File: src/hw/tlhb_regs.svh
// Offsets, field positions, reset values and layout figures of the chain block.
// Assumes inclusion by bare name from the design modules.
`ifndef TLHB_REGS_SVH
`define TLHB_REGS_SVH

// Control block byte offsets
`define TLHB_CB_RX_HEAD_HIGH 4'h0
`define TLHB_CB_RX_HEAD_LOW 4'h1
`define TLHB_CB_TX_HEAD_HIGH 4'h2
`define TLHB_CB_TX_HEAD_LOW 4'h3
`define TLHB_CB_BUFFER_SIZE_CODE 4'h4
`define TLHB_CB_EVENT_COUNT_FIRST 4'h5
`define TLHB_CB_EVENT_COUNT_SECOND 4'h6
`define TLHB_CB_EVENT_COUNT_ELEVENTH 4'hf
`define TLHB_CB_FETCH_LAST 4'h4

// Host register port offsets
`define TLHB_REG_CONTROL 4'h0
`define TLHB_REG_CBP_HIGH 4'h1
`define TLHB_REG_CBP_LOW 4'h2
`define TLHB_REG_IRQ 4'h3
`define TLHB_REG_STATUS 4'h4

// Control register fields
`define TLHB_CTL_ISOLATE 0
`define TLHB_CTL_NEW_NEXT_ADDRESS_REQUEST 1
`define TLHB_CTL_INHIBIT 2
`define TLHB_CTL_RESET 8'h01

// Buffer layout figures
`define TLHB_SIZE_UNIT 11'h040
`define TLHB_LINK_BYTES 11'h002
`define TLHB_FRAME_OVH 8'h06
`define TLHB_BOUND_OVH 8'h02
`define TLHB_MAX_BUFS 5'h10
`define TLHB_EVT_MAX 8'hff
`define TLHB_NUM_EVT 11

`endif

File: src/hw/tlhb_pkg.sv
// Types shared by the chain follower, its memory model and its bench.
// Assumes the offsets header sits beside it.
package tlhb_pkg;

    // Single DMA byte request toward host memory
    typedef struct packed {
        logic req;
        logic we;
        logic [15:0] addr;
        logic [7:0] wdata;
    } tlhb_mem_req_t;

    // Sequencer states, one-hot
    typedef enum logic [6:0] {
        ST_ISO = 7'h01,
        ST_CB_RD = 7'h02,
        ST_RUN = 7'h04,
        ST_LNK_H = 7'h08,
        ST_LNK_L = 7'h10,
        ST_CNT_RD = 7'h20,
        ST_CNT_WR = 7'h40
    } tlhb_state_t;

endpackage

File: src/hw/tlhb_chain_ptr.sv
// Next-address tracker for one buffer chain, with its state flag and
// a count of buffers taken by the current frame.
// Assumes update and frame-end strobes come from logic on the same clock.
`timescale 1ns/1ns
`include "tlhb_regs.svh"
module tlhb_chain_ptr (
    input wire logic i_ref_clk,
    input wire logic i_resetn,
    input wire logic i_upd,
    input wire logic [15:0] i_upd_addr,
    input wire logic i_upd_flag,
    input wire logic i_take,
    input wire logic i_frame_end,
    output logic [15:0] o_next,
    output logic o_flag,
    output logic [4:0] o_bufs
);
    logic [15:0] next_ff;
    logic [15:0] nxt_next;
    logic flag_ff;
    logic nxt_flag;
    logic [4:0] bufs_ff;
    logic [4:0] nxt_bufs;

    // Next state; a take in the frame-end cycle starts the new frame's count
    always_comb
    begin
        nxt_next = next_ff;
        nxt_flag = flag_ff;
        nxt_bufs = bufs_ff;
        if (i_upd)
        begin
            nxt_next = i_upd_addr;
            nxt_flag = i_upd_flag;
        end
        if (i_frame_end)
            nxt_bufs = 5'h00;
        if (i_take)
            nxt_bufs = (i_frame_end ? 5'h00 : bufs_ff) + 5'h01;
        if (bufs_ff == 5'h1f && !i_frame_end)
            nxt_bufs = bufs_ff; // Saturate, overflow stays visible
    end

    // Registers
    always_ff @(posedge i_ref_clk or negedge i_resetn)
    begin
        if (!i_resetn)
        begin
            next_ff <= 16'h0000;
            flag_ff <= 1'b0;
            bufs_ff <= 5'h00;
        end
        else
        begin
            next_ff <= nxt_next;
            flag_ff <= nxt_flag;
            bufs_ff <= nxt_bufs;
        end
    end

    assign o_next = next_ff;
    assign o_flag = flag_ff;
    assign o_bufs = bufs_ff;
endmodule

File: src/hw/tlhb_top.sv
// Host-memory side of a token network controller: fetches the control
// block, follows receive and transmit buffer chains, bumps event counters.
// Assumes host port, memory port and network strobes share i_ref_clk.
`timescale 1ns/1ns
`include "tlhb_regs.svh"
module tlhb_top (
    input wire logic i_ref_clk,
    input wire logic i_resetn,
    input wire logic i_reg_wr,
    input wire logic i_reg_rd,
    input wire logic [3:0] i_reg_addr,
    input wire logic [7:0] i_reg_wdata,
    output logic [7:0] o_reg_rdata,
    output tlhb_pkg::tlhb_mem_req_t o_mem,
    input wire logic i_mem_ack,
    input wire logic [7:0] i_mem_rdata,
    input wire logic [1:0] i_chain_adv,
    input wire logic [1:0] i_chain_poll,
    input wire logic [1:0] i_frame_end,
    input wire logic [10:0] i_evt,
    output logic o_interrupt_output,
    output logic [10:0] o_buf_bytes,
    output logic [10:0] o_buf_payload,
    output logic [15:0] o_rx_next,
    output logic [15:0] o_tx_next,
    output logic o_rx_next_valid_flag,
    output logic o_tx_next_valid_flag,
    output logic [7:0] o_rx_frame_ovh,
    output logic [1:0] o_frame_overflow
);
    // ********************************************************
    // Declarations
    // ********************************************************
    tlhb_pkg::tlhb_state_t st_ff, nxt_st;
    tlhb_pkg::tlhb_mem_req_t mem_ff, nxt_mem;
    logic [7:0] ctl_ff, nxt_ctl;
    logic [7:0] cbp_h_ff, nxt_cbp_h, cbp_l_ff, nxt_cbp_l;
    logic [1:0] irq_ff, nxt_irq;
    logic [7:0] rdata_ff, nxt_rdata;
    logic [7:0] cb_ff [0:4];
    logic [7:0] nxt_cb [0:4];
    logic [3:0] idx_ff, nxt_idx;
    logic [7:0] lnk_h_ff, nxt_lnk_h;
    logic sel_ff, nxt_sel;
    logic [1:0] adv_ff, nxt_adv, poll_ff, nxt_poll;
    logic [10:0] evt_ff, nxt_evt;
    logic [3:0] evn_ff, nxt_evn;
    logic interrupt_output_ff, nxt_interrupt_output;
    logic [10:0] bytes_ff, nxt_bytes, pay_ff, nxt_pay;
    logic [7:0] ovh_ff, nxt_ovh;
    logic [1:0] ovf_ff, nxt_ovf;
    logic [1:0] upd, take, flag;
    logic [15:0] upd_addr [0:1];
    logic [15:0] next_a [0:1];
    logic [4:0] bufs [0:1];
    logic [1:0] upd_flag;
    logic [15:0] cbp, link;
    logic [3:0] pick;
    logic host_new_next_address_request;

    assign cbp = {cbp_h_ff, cbp_l_ff};
    assign link = {lnk_h_ff, i_mem_rdata};
    // Host setting new-next-address in this cycle
    assign host_new_next_address_request = i_reg_wr && i_reg_addr == `TLHB_REG_CONTROL && i_reg_wdata[`TLHB_CTL_NEW_NEXT_ADDRESS_REQUEST];

    // ********************************************************
    // Per-chain trackers, rx is chain 0 and tx chain 1
    // ********************************************************
    genvar g;
    generate
        for (g = 0; g < 2; g++)
        begin : g_chain
            tlhb_chain_ptr u_ptr (
                .i_ref_clk(i_ref_clk),
                .i_resetn(i_resetn),
                .i_upd(upd[g]),
                .i_upd_addr(upd_addr[g]),
                .i_upd_flag(upd_flag[g]),
                .i_take(take[g]),
                .i_frame_end(i_frame_end[g]),
                .o_next(next_a[g]),
                .o_flag(flag[g]),
                .o_bufs(bufs[g])
            );
        end
    endgenerate

    // Lowest pending event wins the counter slot
    always_comb
    begin
        pick = 4'h0;
        for (int i = `TLHB_NUM_EVT - 1; i >= 0; i--)
            if (evt_ff[i])
                pick = 4'(i);
    end

    // ********************************************************
    // Sequencer and register next state
    // ********************************************************
    always_comb
    begin
        nxt_st = st_ff;
        nxt_mem = mem_ff;
        nxt_ctl = ctl_ff;
        nxt_cbp_h = cbp_h_ff;
        nxt_cbp_l = cbp_l_ff;
        nxt_cb = cb_ff;
        nxt_idx = idx_ff;
        nxt_lnk_h = lnk_h_ff;
        nxt_sel = sel_ff;
        nxt_evn = evn_ff;
        nxt_rdata = rdata_ff;
        upd = 2'b00;
        take = 2'b00;
        upd_flag = 2'b00;
        upd_addr[0] = next_a[0];
        upd_addr[1] = next_a[1];
        // Pending work is sticky so a request in a busy cycle is kept
        nxt_adv = adv_ff | i_chain_adv;
        nxt_poll = poll_ff | i_chain_poll;
        nxt_evt = evt_ff | i_evt;
        nxt_irq = irq_ff;
        // Host owns isolate and inhibit; new-next-address is set-only here
        if (i_reg_wr && i_reg_addr == `TLHB_REG_CONTROL)
        begin
            nxt_ctl[`TLHB_CTL_ISOLATE] = i_reg_wdata[`TLHB_CTL_ISOLATE];
            nxt_ctl[`TLHB_CTL_INHIBIT] = i_reg_wdata[`TLHB_CTL_INHIBIT];
            if (i_reg_wdata[`TLHB_CTL_NEW_NEXT_ADDRESS_REQUEST])
                nxt_ctl[`TLHB_CTL_NEW_NEXT_ADDRESS_REQUEST] = 1'b1;
        end
        if (i_reg_wr && st_ff == tlhb_pkg::ST_ISO && i_reg_addr == `TLHB_REG_CBP_HIGH)
            nxt_cbp_h = i_reg_wdata;
        if (i_reg_wr && st_ff == tlhb_pkg::ST_ISO && i_reg_addr == `TLHB_REG_CBP_LOW)
            nxt_cbp_l = i_reg_wdata;
        // Host clears irq bits by writing ones; it never sets them
        if (i_reg_wr && i_reg_addr == `TLHB_REG_IRQ)
            nxt_irq = irq_ff & ~i_reg_wdata[1:0];
        case (st_ff)
            tlhb_pkg::ST_ISO:
            begin
                nxt_adv = 2'b00;
                nxt_poll = 2'b00;
                if (!ctl_ff[`TLHB_CTL_ISOLATE])
                begin
                    nxt_st = tlhb_pkg::ST_CB_RD;
                    nxt_idx = 4'h0;
                    nxt_mem = '{req: 1'b1, we: 1'b0, addr: cbp, wdata: 8'h00};
                end
            end
            tlhb_pkg::ST_CB_RD:
            begin
                if (i_mem_ack)
                begin
                    nxt_cb[idx_ff[2:0]] = i_mem_rdata;
                    nxt_idx = idx_ff + 4'h1;
                    nxt_mem.addr = cbp + {12'h000, idx_ff + 4'h1};
                    if (idx_ff == `TLHB_CB_FETCH_LAST)
                    begin
                        // Zero head: watch the control block entry itself
                        upd = 2'b11;
                        upd_addr[0] = {cb_ff[0], cb_ff[1]};
                        upd_addr[1] = {cb_ff[2], cb_ff[3]};
                        upd_flag[0] = (upd_addr[0] != 16'h0000);
                        upd_flag[1] = (upd_addr[1] != 16'h0000);
                        if (!upd_flag[0])
                            upd_addr[0] = cbp + {12'h000, `TLHB_CB_RX_HEAD_HIGH};
                        if (!upd_flag[1])
                            upd_addr[1] = cbp + {12'h000, `TLHB_CB_TX_HEAD_HIGH};
                        nxt_mem.req = 1'b0;
                        nxt_st = tlhb_pkg::ST_RUN;
                    end
                end
            end
            tlhb_pkg::ST_RUN:
            begin
                // One access at a time, isolation only between accesses
                if (ctl_ff[`TLHB_CTL_ISOLATE])
                    nxt_st = tlhb_pkg::ST_ISO;
                else if (ctl_ff[`TLHB_CTL_NEW_NEXT_ADDRESS_REQUEST])
                begin
                    nxt_poll = poll_ff | i_chain_poll | 2'b11;
                    // A fresh host set in the same cycle wins, else that request is lost
                    if (!host_new_next_address_request)
                        nxt_ctl[`TLHB_CTL_NEW_NEXT_ADDRESS_REQUEST] = 1'b0;
                end
                else if ((adv_ff | poll_ff) != 2'b00)
                begin
                    // Rx first; the transmit side is less urgent
                    nxt_sel = !(adv_ff[0] | poll_ff[0]);
                    nxt_mem = '{req: 1'b1, we: 1'b0, addr: next_a[nxt_sel], wdata: 8'h00};
                    nxt_st = tlhb_pkg::ST_LNK_H;
                end
                else if (evt_ff != 11'h000)
                begin
                    nxt_evn = pick;
                    nxt_mem = '{req: 1'b1, we: 1'b0,
                        addr: cbp + {12'h000, `TLHB_CB_EVENT_COUNT_FIRST + pick}, wdata: 8'h00};
                    nxt_st = tlhb_pkg::ST_CNT_RD;
                end
            end
            tlhb_pkg::ST_LNK_H:
            begin
                if (i_mem_ack)
                begin
                    nxt_lnk_h = i_mem_rdata;
                    nxt_mem.addr = mem_ff.addr + 16'h0001;
                    nxt_st = tlhb_pkg::ST_LNK_L;
                end
            end
            tlhb_pkg::ST_LNK_L:
            begin
                if (i_mem_ack)
                begin
                    nxt_mem.req = 1'b0;
                    nxt_st = tlhb_pkg::ST_RUN;
                    nxt_adv[sel_ff] = i_chain_adv[sel_ff];
                    nxt_poll[sel_ff] = i_chain_poll[sel_ff];
                    take[sel_ff] = adv_ff[sel_ff] & flag[sel_ff];
                    upd_addr[sel_ff] = link;
                    upd_flag[sel_ff] = 1'b1;
                    if (link != 16'h0000)
                        upd[sel_ff] = 1'b1;
                    else if (take[sel_ff])
                    begin
                        // Entered a buffer whose link is zero
                        upd[sel_ff] = 1'b1;
                        upd_addr[sel_ff] = next_a[sel_ff];
                        upd_flag[sel_ff] = 1'b0;
                    end
                    if (upd[sel_ff])
                        nxt_irq[sel_ff] = 1'b1;
                end
            end
            tlhb_pkg::ST_CNT_RD:
            begin
                if (i_mem_ack)
                begin
                    nxt_mem.we = (i_mem_rdata != `TLHB_EVT_MAX);
                    nxt_mem.req = nxt_mem.we;
                    nxt_mem.wdata = i_mem_rdata + 8'h01;
                    nxt_evt[evn_ff] = i_evt[evn_ff];
                    nxt_st = nxt_mem.we ? tlhb_pkg::ST_CNT_WR : tlhb_pkg::ST_RUN;
                end
            end
            tlhb_pkg::ST_CNT_WR:
            begin
                if (i_mem_ack)
                begin
                    nxt_mem.req = 1'b0;
                    nxt_mem.we = 1'b0;
                    nxt_st = tlhb_pkg::ST_RUN;
                end
            end
            default:
            begin
                nxt_mem.req = 1'b0;
                nxt_st = tlhb_pkg::ST_ISO;
            end
        endcase
        // Status reads show the controller's own state
        if (i_reg_rd)
        begin
            case (i_reg_addr)
                `TLHB_REG_CONTROL: nxt_rdata = ctl_ff;
                `TLHB_REG_CBP_HIGH: nxt_rdata = cbp_h_ff;
                `TLHB_REG_CBP_LOW: nxt_rdata = cbp_l_ff;
                `TLHB_REG_IRQ: nxt_rdata = {6'h00, irq_ff};
                `TLHB_REG_STATUS: nxt_rdata = {5'h00, st_ff == tlhb_pkg::ST_ISO, flag};
                default: nxt_rdata = 8'h00;
            endcase
        end
        nxt_interrupt_output = (nxt_irq != 2'b00) && !nxt_ctl[`TLHB_CTL_INHIBIT];
        nxt_bytes = ({7'h00, cb_ff[4][3:0]} + 11'h001) * `TLHB_SIZE_UNIT;
        nxt_pay = bytes_ff - `TLHB_LINK_BYTES;
        nxt_ovh = `TLHB_FRAME_OVH;
        if (bufs[0] > 5'h01)
            nxt_ovh = `TLHB_FRAME_OVH + `TLHB_BOUND_OVH * {3'h0, bufs[0] - 5'h01};
        nxt_ovf = {bufs[1] > `TLHB_MAX_BUFS, bufs[0] > `TLHB_MAX_BUFS};
    end

    // ********************************************************
    // Registers
    // ********************************************************
    always_ff @(posedge i_ref_clk or negedge i_resetn)
    begin
        if (!i_resetn)
        begin
            st_ff <= tlhb_pkg::ST_ISO;
            mem_ff <= '0;
            ctl_ff <= `TLHB_CTL_RESET;
            cbp_h_ff <= 8'h00;
            cbp_l_ff <= 8'h00;
            irq_ff <= 2'b00;
            rdata_ff <= 8'h00;
            for (int i = 0; i < 5; i++)
                cb_ff[i] <= 8'h00;
            idx_ff <= 4'h0;
            lnk_h_ff <= 8'h00;
            sel_ff <= 1'b0;
            adv_ff <= 2'b00;
            poll_ff <= 2'b00;
            evt_ff <= 11'h000;
            evn_ff <= 4'h0;
            interrupt_output_ff <= 1'b0;
            bytes_ff <= `TLHB_SIZE_UNIT;
            pay_ff <= 11'h000;
            ovh_ff <= 8'h00;
            ovf_ff <= 2'b00;
        end
        else
        begin
            st_ff <= nxt_st;
            mem_ff <= nxt_mem;
            ctl_ff <= nxt_ctl;
            cbp_h_ff <= nxt_cbp_h;
            cbp_l_ff <= nxt_cbp_l;
            irq_ff <= nxt_irq;
            rdata_ff <= nxt_rdata;
            cb_ff <= nxt_cb;
            idx_ff <= nxt_idx;
            lnk_h_ff <= nxt_lnk_h;
            sel_ff <= nxt_sel;
            adv_ff <= nxt_adv;
            poll_ff <= nxt_poll;
            evt_ff <= nxt_evt;
            evn_ff <= nxt_evn;
            interrupt_output_ff <= nxt_interrupt_output;
            bytes_ff <= nxt_bytes;
            pay_ff <= nxt_pay;
            ovh_ff <= nxt_ovh;
            ovf_ff <= nxt_ovf;
        end
    end

    assign o_reg_rdata = rdata_ff;
    assign o_mem = mem_ff;
    assign o_interrupt_output = interrupt_output_ff;
    assign o_buf_bytes = bytes_ff;
    assign o_buf_payload = pay_ff;
    assign o_rx_next = next_a[0];
    assign o_tx_next = next_a[1];
    assign o_rx_next_valid_flag = flag[0];
    assign o_tx_next_valid_flag = flag[1];
    assign o_rx_frame_ovh = ovh_ff;
    assign o_frame_overflow = ovf_ff;

    // ********************************************************
    // Assertions
    // ********************************************************
    logic [15:0] off;
    assign off = mem_ff.addr - cbp;
endmodule

File: config.mk
export PLATFORM = sky130hd
export DESIGN_NAME = tlhb_top
export DESIGN_NICKNAME = d
export VERILOG_FILES = /design/src/hw/tlhb_pkg.sv /design/src/hw/tlhb_chain_ptr.sv /design/src/hw/tlhb_top.sv
export VERILOG_INCLUDE_DIRS = /design/src /design/src/hw
export SDC_FILE = /design/constraint.sdc
export NUM_CORES = 1
export LEC_CHECK = 0
export ABC_AREA = 1
export BUFFER_PORTS_ARGS = -buffer_cell sky130_fd_sc_hd__buf_2
export CORE_MARGIN = 4
export CORE_UTILIZATION = 40
export DETAILED_ROUTE_END_ITERATION = 12
export GPL_TIMING_DRIVEN = 0
export PLACE_DENSITY = 0.55
export SLEW_MARGIN = 15
export SYNTH_ARGS = -nofsm -noshare
export SYNTH_HDL_FRONTEND = slang
export SYNTH_HIERARCHICAL = 1
export SYNTH_SLANG_ARGS = --single-unit
File: constraint.sdc
create_clock -name i_ref_clk -period 7.4 [get_ports i_ref_clk]
set_clock_uncertainty 0.1 [all_clocks]
set_input_delay 0.37 -clock i_ref_clk [delete_from_list [all_inputs] [get_ports i_ref_clk]]
set_output_delay 0.37 -clock i_ref_clk [all_outputs]
set_load 0.02 [all_outputs]
==> impl_metrics.yaml, run 1 <==
finish:
  nets: 1924
  drive_above_1_share_pct: 15.40
  fill_cells: 3141
  antennaDiodeCount: 0
  syn2layout_area_growth_pct: 14.76
  utilization_pct: 46.38
synth:
  yosysWarnings: 6
  async_reset_ff_share_pct: 100.0
  syn_inst: 1697
  syn_area_sq_mm: 0.01233
  ys_ff_latch: 194
  synth_edf_count: 0
  synth_cell_types: 51
  synth_ff_type: "dfrtp_1"
  syn_area_per_cell_sq_um: 7.266
  ys_seq_area_share_pct: 39.40
placed_design:
  place.gp.congestion: 0.9731
  post-place-ws_ns: 4.134
  dp_hpwl_um: 33850
  io_buffer_count: 131
sta:
  fin_crit_ns: 3.326
  min_period_over_period_pct: 44.95
  hold_viol_final: 0
  setup_viol: 0
  tns_ns: 0
  setup_ws_ns: 4.074
  slew_headroom_pct: 40.73
  drv_slew: 0
  rsz0062_at_grt: "false"
  max_freq_mhz: 300.7
  worst-slew-pin-transition_ns: 0.8831
cts:
  htree_levels: 4
  clockRootBuffer: "clkbuf_16"
  clkTransAtPathRegs_ns: 0.08
  cts_buffer_depth: 2
  cts_buffers: 17
  cts_tree: "yes"
  cts_resized: 0
  cts.sinks: 194
  insertion_delay_ns: 0.46
global_routing:
  grt_antenna_before_repair: 0
  grt_use_met1_pct: 36.90
  grt-ovfl-total: 0
  grt_pass1_vias: 11415
  grt_max_degree: 75
  busiest_layer: "met2"
  grt_pass1_wl_um: 67430
  grt.total_usage_pct: 26.04
  gr-usage-met3_pct: 4.096
  use_met2_pct: 41.05
detailed_routing:
  first_pass_iters: 5
  drtAntennaViolNets: 0
  drc: 0
  wl_um: 44020
  via_per_inst: 5.330
  vias: 12077
  routedWlPerCell_um: 19.42
  drtIter0Drc: 1103
floorplanning:
  die_w_um: 183.6
  fp.coreArea_sq_mm: 0.03051
  die_area_sq_mm: 0.03370
  chipHeight_um: 183.6
  num_io_pins: 143
  initial_utilization_pct: 40.42
  num_rows: 64
worst_setup_path:
  startpoint_type: "register"
  r2r_cells: 20
  arrival_ns: 3.57
  path_class: "reg -> reg"
  required_ns: 7.65
  critPathCaptureType: "register"
  worstPathMaxFanout: 5
min_path:
  hold_class: "in -> reg"
  hold_depth: 3
power:
  leakagePower_nw: 7.054
  power_per_cell_area_mw_per_mm2: 301.4
  vdd_drop_max_mv: 0.1863
flow_run:
  cap_violations: 0
outcome:
  status: "completed"
==> logic make-up (layout without fill, tap and decap cells) <==
group | after synthesis | count (layout) | synth area share [%]
DFF | 194 | 194 | 39.40
AOI/OAI and AO/OA | 278 | 278 | 12.46
and+or+nand+nor | 882 | 882 | 30.94
muxes | 42 | 42 | 4.434
buffers and inverters | 260 | 425 | 9.082
adders and majority gates | 24 | 24 | 2.557
other | 2 | 10 | 0.06091
xor gates and xnor gates | 15 | 15 | 1.065
==> state kept, by name, summed over array words and instances (netlist names), 7 cells and up <==
register	count
st_ff	7
g_chain.u_ptr/o_next	32
o_reg_rdata	8
g_chain.u_ptr/o_bufs	10
cbp_h_ff	8
o_mem	26
lnk_h_ff	8
cb_ff	36
evt_ff	11
cbp_l_ff	8
==> cell usage in the layout (no fill, tap or decap), types with 6 or more instances in the layout <==
| cell | n |
|---|---|
| a21oi_1 | 48 |
| buf_2 | 140 |
| buf_4 | 18 |
| clkbuf_1 | 24 |
| clkbuf_16 | 17 |
| conb_1 | 10 |
| dfrtp_1 | 191 |
| ha_1 | 22 |
| inv_1 | 190 |
| inv_2 | 10 |
| inv_8 | 6 |
| mux2_2 | 21 |
| mux2_4 | 20 |
| nand2_1 | 456 |
| nand3_1 | 163 |
| nand4_1 | 27 |
| nor2_1 | 177 |
| nor2_4 | 6 |
| nor3_1 | 17 |
| o211ai_1 | 26 |
| o21ai_0 | 149 |
| o21ai_1 | 20 |
| o22ai_1 | 8 |
| or2_2 | 10 |
| xor2_1 | 12 |
==> worst paths after layout <==
| path | start | endpoint | slack [ns] |
|---|---|---|---|
| min in group asynchronous | i_resetn | evt_ff[5] | 0.31 |
| hold reg to reg | cb_ff[0] | o_buf_bytes[6] | 0.34 |
| hold / removal | i_chain_adv[0] | adv_ff[0] | 0.05 |
| max in group asynchronous | i_resetn | o_rx_frame_ovh[5] | 5.77 |
| setup reg to reg | evt_ff[7] | o_mem[18] | 4.07 |
| setup / recovery | evt_ff[7] | o_mem[18] | 4.07 |
==> Yosys cell counts (2+ instances only) <==
master / instances / area share, %
buf_12: 2 / 0.32
nor2_4: 6 / 0.55
nand4_2: 2 / 0.20
nand2_1: 456 / 14
mux2_4: 20 / 2.4
o21a_1: 2 / 0.12
o2111ai_1: 3 / 0.21
nand2_4: 2 / 0.18
nand3_2: 5 / 0.41
or2_2: 10 / 0.51
o31ai_1: 2 / 0.12
inv_2: 10 / 0.30
nor2_2: 4 / 0.20
buf_6: 4 / 0.37
a21boi_0: 3 / 0.18
a211oi_1: 2 / 0.12
mux2_2: 21 / 1.9
buf_2: 10 / 0.41
nor2_1: 177 / 5.4
a22oi_1: 3 / 0.18
clkbuf_1: 24 / 0.73
o22ai_1: 8 / 0.41
o21bai_1: 5 / 0.30
ha_1: 22 / 2.2
nand2_2: 4 / 0.20
inv_1: 190 / 5.8
buf_4: 18 / 1.1
nand3b_1: 5 / 0.30
o211ai_1: 26 / 1.6
a31oi_1: 5 / 0.25
fa_1: 2 / 0.32
o21ai_0: 149 / 6.0
nand3_1: 163 / 6.6
o21ai_1: 20 / 0.81
xnor2_1: 3 / 0.21
nor3_1: 17 / 0.69
dfstp_2: 3 / 0.64
a21oi_1: 48 / 1.9
xor2_1: 12 / 0.85
dfrtp_1: 191 / 39
conb_1: 2 / 0.061
nand4_1: 27 / 1.4
==> critical path, cell delays in order (launching register included) <==
cell and delay, ns:
dfrtp_1 0.40, inv_1 0.07, o21ai_0 0.08, a21oi_1 0.16
o21ai_0 0.10, nand2_1 0.10, nand2_1 0.05, nand2_1 0.14
inv_1 0.06, ha_1 0.30, inv_1 0.06, fa_1 0.42
nand3b_1 0.17, nand2_1 0.21, nand2_1 0.15, o21ai_0 0.17
nand3_1 0.08, o21ai_0 0.16, nand2_1 0.10, nand2_1 0.09
nand2_1 0.05
==> where the power goes <==
group | total [mW] | leakage (nW) | internal, mW | switching [mW]
Combinational | 1.81 | 4.24 | 0.528 | 1.29
Clock | 0.928 | 0.275 | 0.449 | 0.479
Sequential | 1.52 | 2.54 | 1.26 | 0.260
Total | 4.27 | 7.05 | 2.24 | 2.02
==> cell type report <==
| class | instances | area [sq um] | share of cell area [%] |
|---|---|---|---|
| clock inverter | 14 | 138.9 | 0.9814 |
| buffer | 58 | 360.3 | 2.546 |
| inverter | 202 | 759.5 | 5.367 |
| clock buffer | 17 | 425.4 | 3.006 |
| multi-input combinational | 1251 | 6382 | 45.10 |
| sequential | 194 | 4858 | 34.33 |
| tap | 396 | 495.5 | 3.501 |
| timing repair buffer | 134 | 730.7 | 5.164 |
==> per-stage QoR <==
stage	power (mW)	std cells	instance area [sq um]	hold slack (ns)
after floorplan	2.631	1705	12360	-0.02559
after global routing	4.552	2266	14150	0.06308
final	4.266	2266	14150	0.05230
after CTS	4.248	2266	14150	0.04750
after global placement	3.287	2232	13510	0.3459
after detailed placement	3.303	2234	13580	0.2097
==> routing by layer <==
metal / wire, um / vias to the layer above / share of wire [%]
met1: 19450 / 5708 / 44
met4: 1250 / 0 / 2.8
met3: 3183 / 53 / 7.2
met2: 20130 / 465 / 46
li1: - / 5851 / -
met5: 0 / - / 0
==> repair_timing <==
item / 4_1_cts / 5_1_grt
setup buffers: 0 / 0
hold endpoints to repair: 51 / 0
hold buffers: 1 / 0
Power figures use the tool's default switching activity.
==> run 2, diff against run 1 <==
Settings changed: PLACE_DENSITY 0.55 to 0.57.
Clock period 7.4 ns to 2.8 ns, I/O delays scaled along.
==> run 2 against run 1 <==
  * The flow now finishes with violations (negative setup slack)
  * Power rose to 2.8 times the previous value
  * Critical path depth down 3
  * Critical path type unchanged
  * Final cell count up 2.0%
  * Highest routed layer unchanged
  * Sequential share of layout area down 1.8 points
  * Via count up 2.7%
==> impl_metrics.yaml, run 2 (synthesis gave the netlist of run 1 again) <==
finish:
  stdcell_area_sq_mm: 0.01492
  finalNonFillerCells: 2311
  final_common_cell: "nand2_1"
  syn2layout_area_growth_pct: 21.00
  multi_input_area_sq_mm: 0.006678
  fill_cells: 3076
  nets: 1968
  utilization_pct: 48.91
  most-common-layout-cells: "nand2_1, dfrtp_1, inv_1, nor2_1, nand3_1"
  regMostFlops: "cb_ff"
  antennaDiodeCount: 0
  largest_register_ffs: 36
  register_area_sq_mm: 0.004860
  drive_above_1_share_pct: 19.06
detailed_routing:
  wl_um: 44620
  via_per_inst: 5.368
  vias: 12406
  drc: 0
  routedWlPerCell_um: 19.31
  drtAntennaViolNets: 0
  drtIter0Drc: 1045
  first_pass_iters: 5
cts:
  clockRootBuffer: "clkbuf_16"
  cts_buffers: 17
  clkTransAtPathRegs_ns: 0.07
  insertion_delay_ns: 0.47
  cts_tree: "yes"
  htree_levels: 4
  cts.sinks: 194
  cts_buffer_depth: 2
sta:
  max_freq_mhz: 347.4
  worst-slew-pin-transition_ns: 0.8476
  slew_headroom_pct: 43.49
  hold_viol_final: 0
  fin_crit_ns: 2.878
  min_period_over_period_pct: 102.8
  rsz0062_at_grt: "true"
  setup_ws_ns: -0.07812
  setup_viol: 6
  drv_slew: 0
outcome:
  status: "finished, violations left"
  violations: "negative setup slack"
global_routing:
  grt_pass1_vias: 11951
  grt_antenna_before_repair: 0
  grt-ovfl-total: 0
  grt.total_usage_pct: 26.57
  grt_max_degree: 91
  grt_pass1_wl_um: 69510
placed_design:
  place.gp.congestion: 0.9804
  dpl_cell_area_sq_mm: 0.01358
  post-place-ws_ns: -0.4186
  dp_hpwl_um: 33890
  io_buffer_count: 131
  place_inst: 2234
power:
  power_per_cell_area_mw_per_mm2: 786.4
  vdd_drop_max_mv: 0.5082
  leakagePower_nw: 7.311
  finalPower_mw: 11.73
floorplanning:
  num_rows: 64
  fp.coreArea_sq_mm: 0.03051
  die_w_um: 183.6
  num_io_pins: 143
  initial_utilization_pct: 40.42
  chipHeight_um: 183.6
  die_area_sq_mm: 0.03370
worst_setup_path:
  arrival_ns: 3.12
  startpoint_type: "register"
  worstPathMaxFanout: 5
  critPathCaptureType: "register"
  required_ns: 3.05
  path_class: "reg -> reg"
  r2r_cells: 17
min_path:
  hold_class: "in -> async"
flow_run:
  cap_violations: 0
==> run 2: cell types whose count changed in the layout (fill, tap and decap cells not counted), moves of 6 or more <==
cell / change
inv_2: +8
nand2_2: +8
o21ai_0: -12
inv_1: -10
o21ai_2: +10
nand2_4: +6
dlygate4sd3_1: +30
buf_4: +11
nand3_2: +10
nand2_1: -14
nand3_1: -12
==> run 2: final cells by class <==
| type | count | share of cell area, % |
|---|---|---|
| Inverter | 202 | 5.132 |
| Sequential cell | 194 | 32.57 |
| Clock inverter | 13 | 1.140 |
| Clock buffer | 19 | 2.969 |
| Buffer | 58 | 2.423 |
| Multi-Input combinational cell | 1251 | 44.75 |
| Timing Repair Buffer | 178 | 7.690 |
| Tap cell | 396 | 3.321 |
==> run 2: where the power goes <==
| group | internal (mW) | leakage (nW) | switching (mW) |
|---|---|---|---|
| registers | 3.34 | 2.54 | 0.682 |
| clock network | 1.38 | 0.290 | 1.23 |
| logic | 1.55 | 4.48 | 3.56 |
| total | 6.27 | 7.31 | 5.46 |
==> run 2: repair_timing <==
action | 4_1_cts | 5_1_grt
pin swaps | 25 | 24
hold buffers | 31 | 0
buffers inserted | 10 | 7
resized for setup | 38 | 55
setup endpoints to repair | 47 | 41
cloned | 0 | 0
hold endpoints to repair | 241 | 0
==> run 2: per-layer routing <==
layer | routed length, um | GRT usage [%]
met1 | 19270 | 36.30
met5 | 0 | 0
met3 | 3114 | 4.491
met4 | 1691 | 10.64
met2 | 20540 | 42.18
==> run 2: worst paths after layout <==
kind	from	endpoint	slack (ns)
setup / recovery	evt_ff[7]	o_mem[12]	-0.08
hold / removal	i_resetn	evt_ff[9]	0.02
setup reg to reg	evt_ff[7]	o_mem[12]	-0.08
hold reg to reg	cb_ff[0]	o_buf_bytes[6]	0.38
max in group asynchronous	i_resetn	o_buf_bytes[6]	1.84
min in group i_ref_clk	i_reg_addr[2]	irq_ff[0]	0.03
==> run 2: critical path, cell delays in order (launching register included) <==
cell and delay [ns]:
dfrtp_1 0.40, buf_6 0.13, a31oi_2 0.15, a21boi_2 0.09, o21ai_2 0.22, inv_2 0.07, ha_4 0.27, inv_2 0.03
fa_2 0.33, nand3b_1 0.21, nand2_4 0.15, buf_6 0.11, xor2_1 0.13, nand2_1 0.08, nand3_2 0.10, nand3_2 0.07
nand2_1 0.06, o21ai_1 0.05
==> run 2: per-stage QoR <==
stage	hold WS, ns	TNS [ns]
after floorplan	-0.2556	0
after global placement	0.2839	-370.97
after detailed placement	-0.08692	-12.50
after CTS	0.005752	-0.1408
after global routing	0.01823	-1.175
final	0.01887	-0.2876
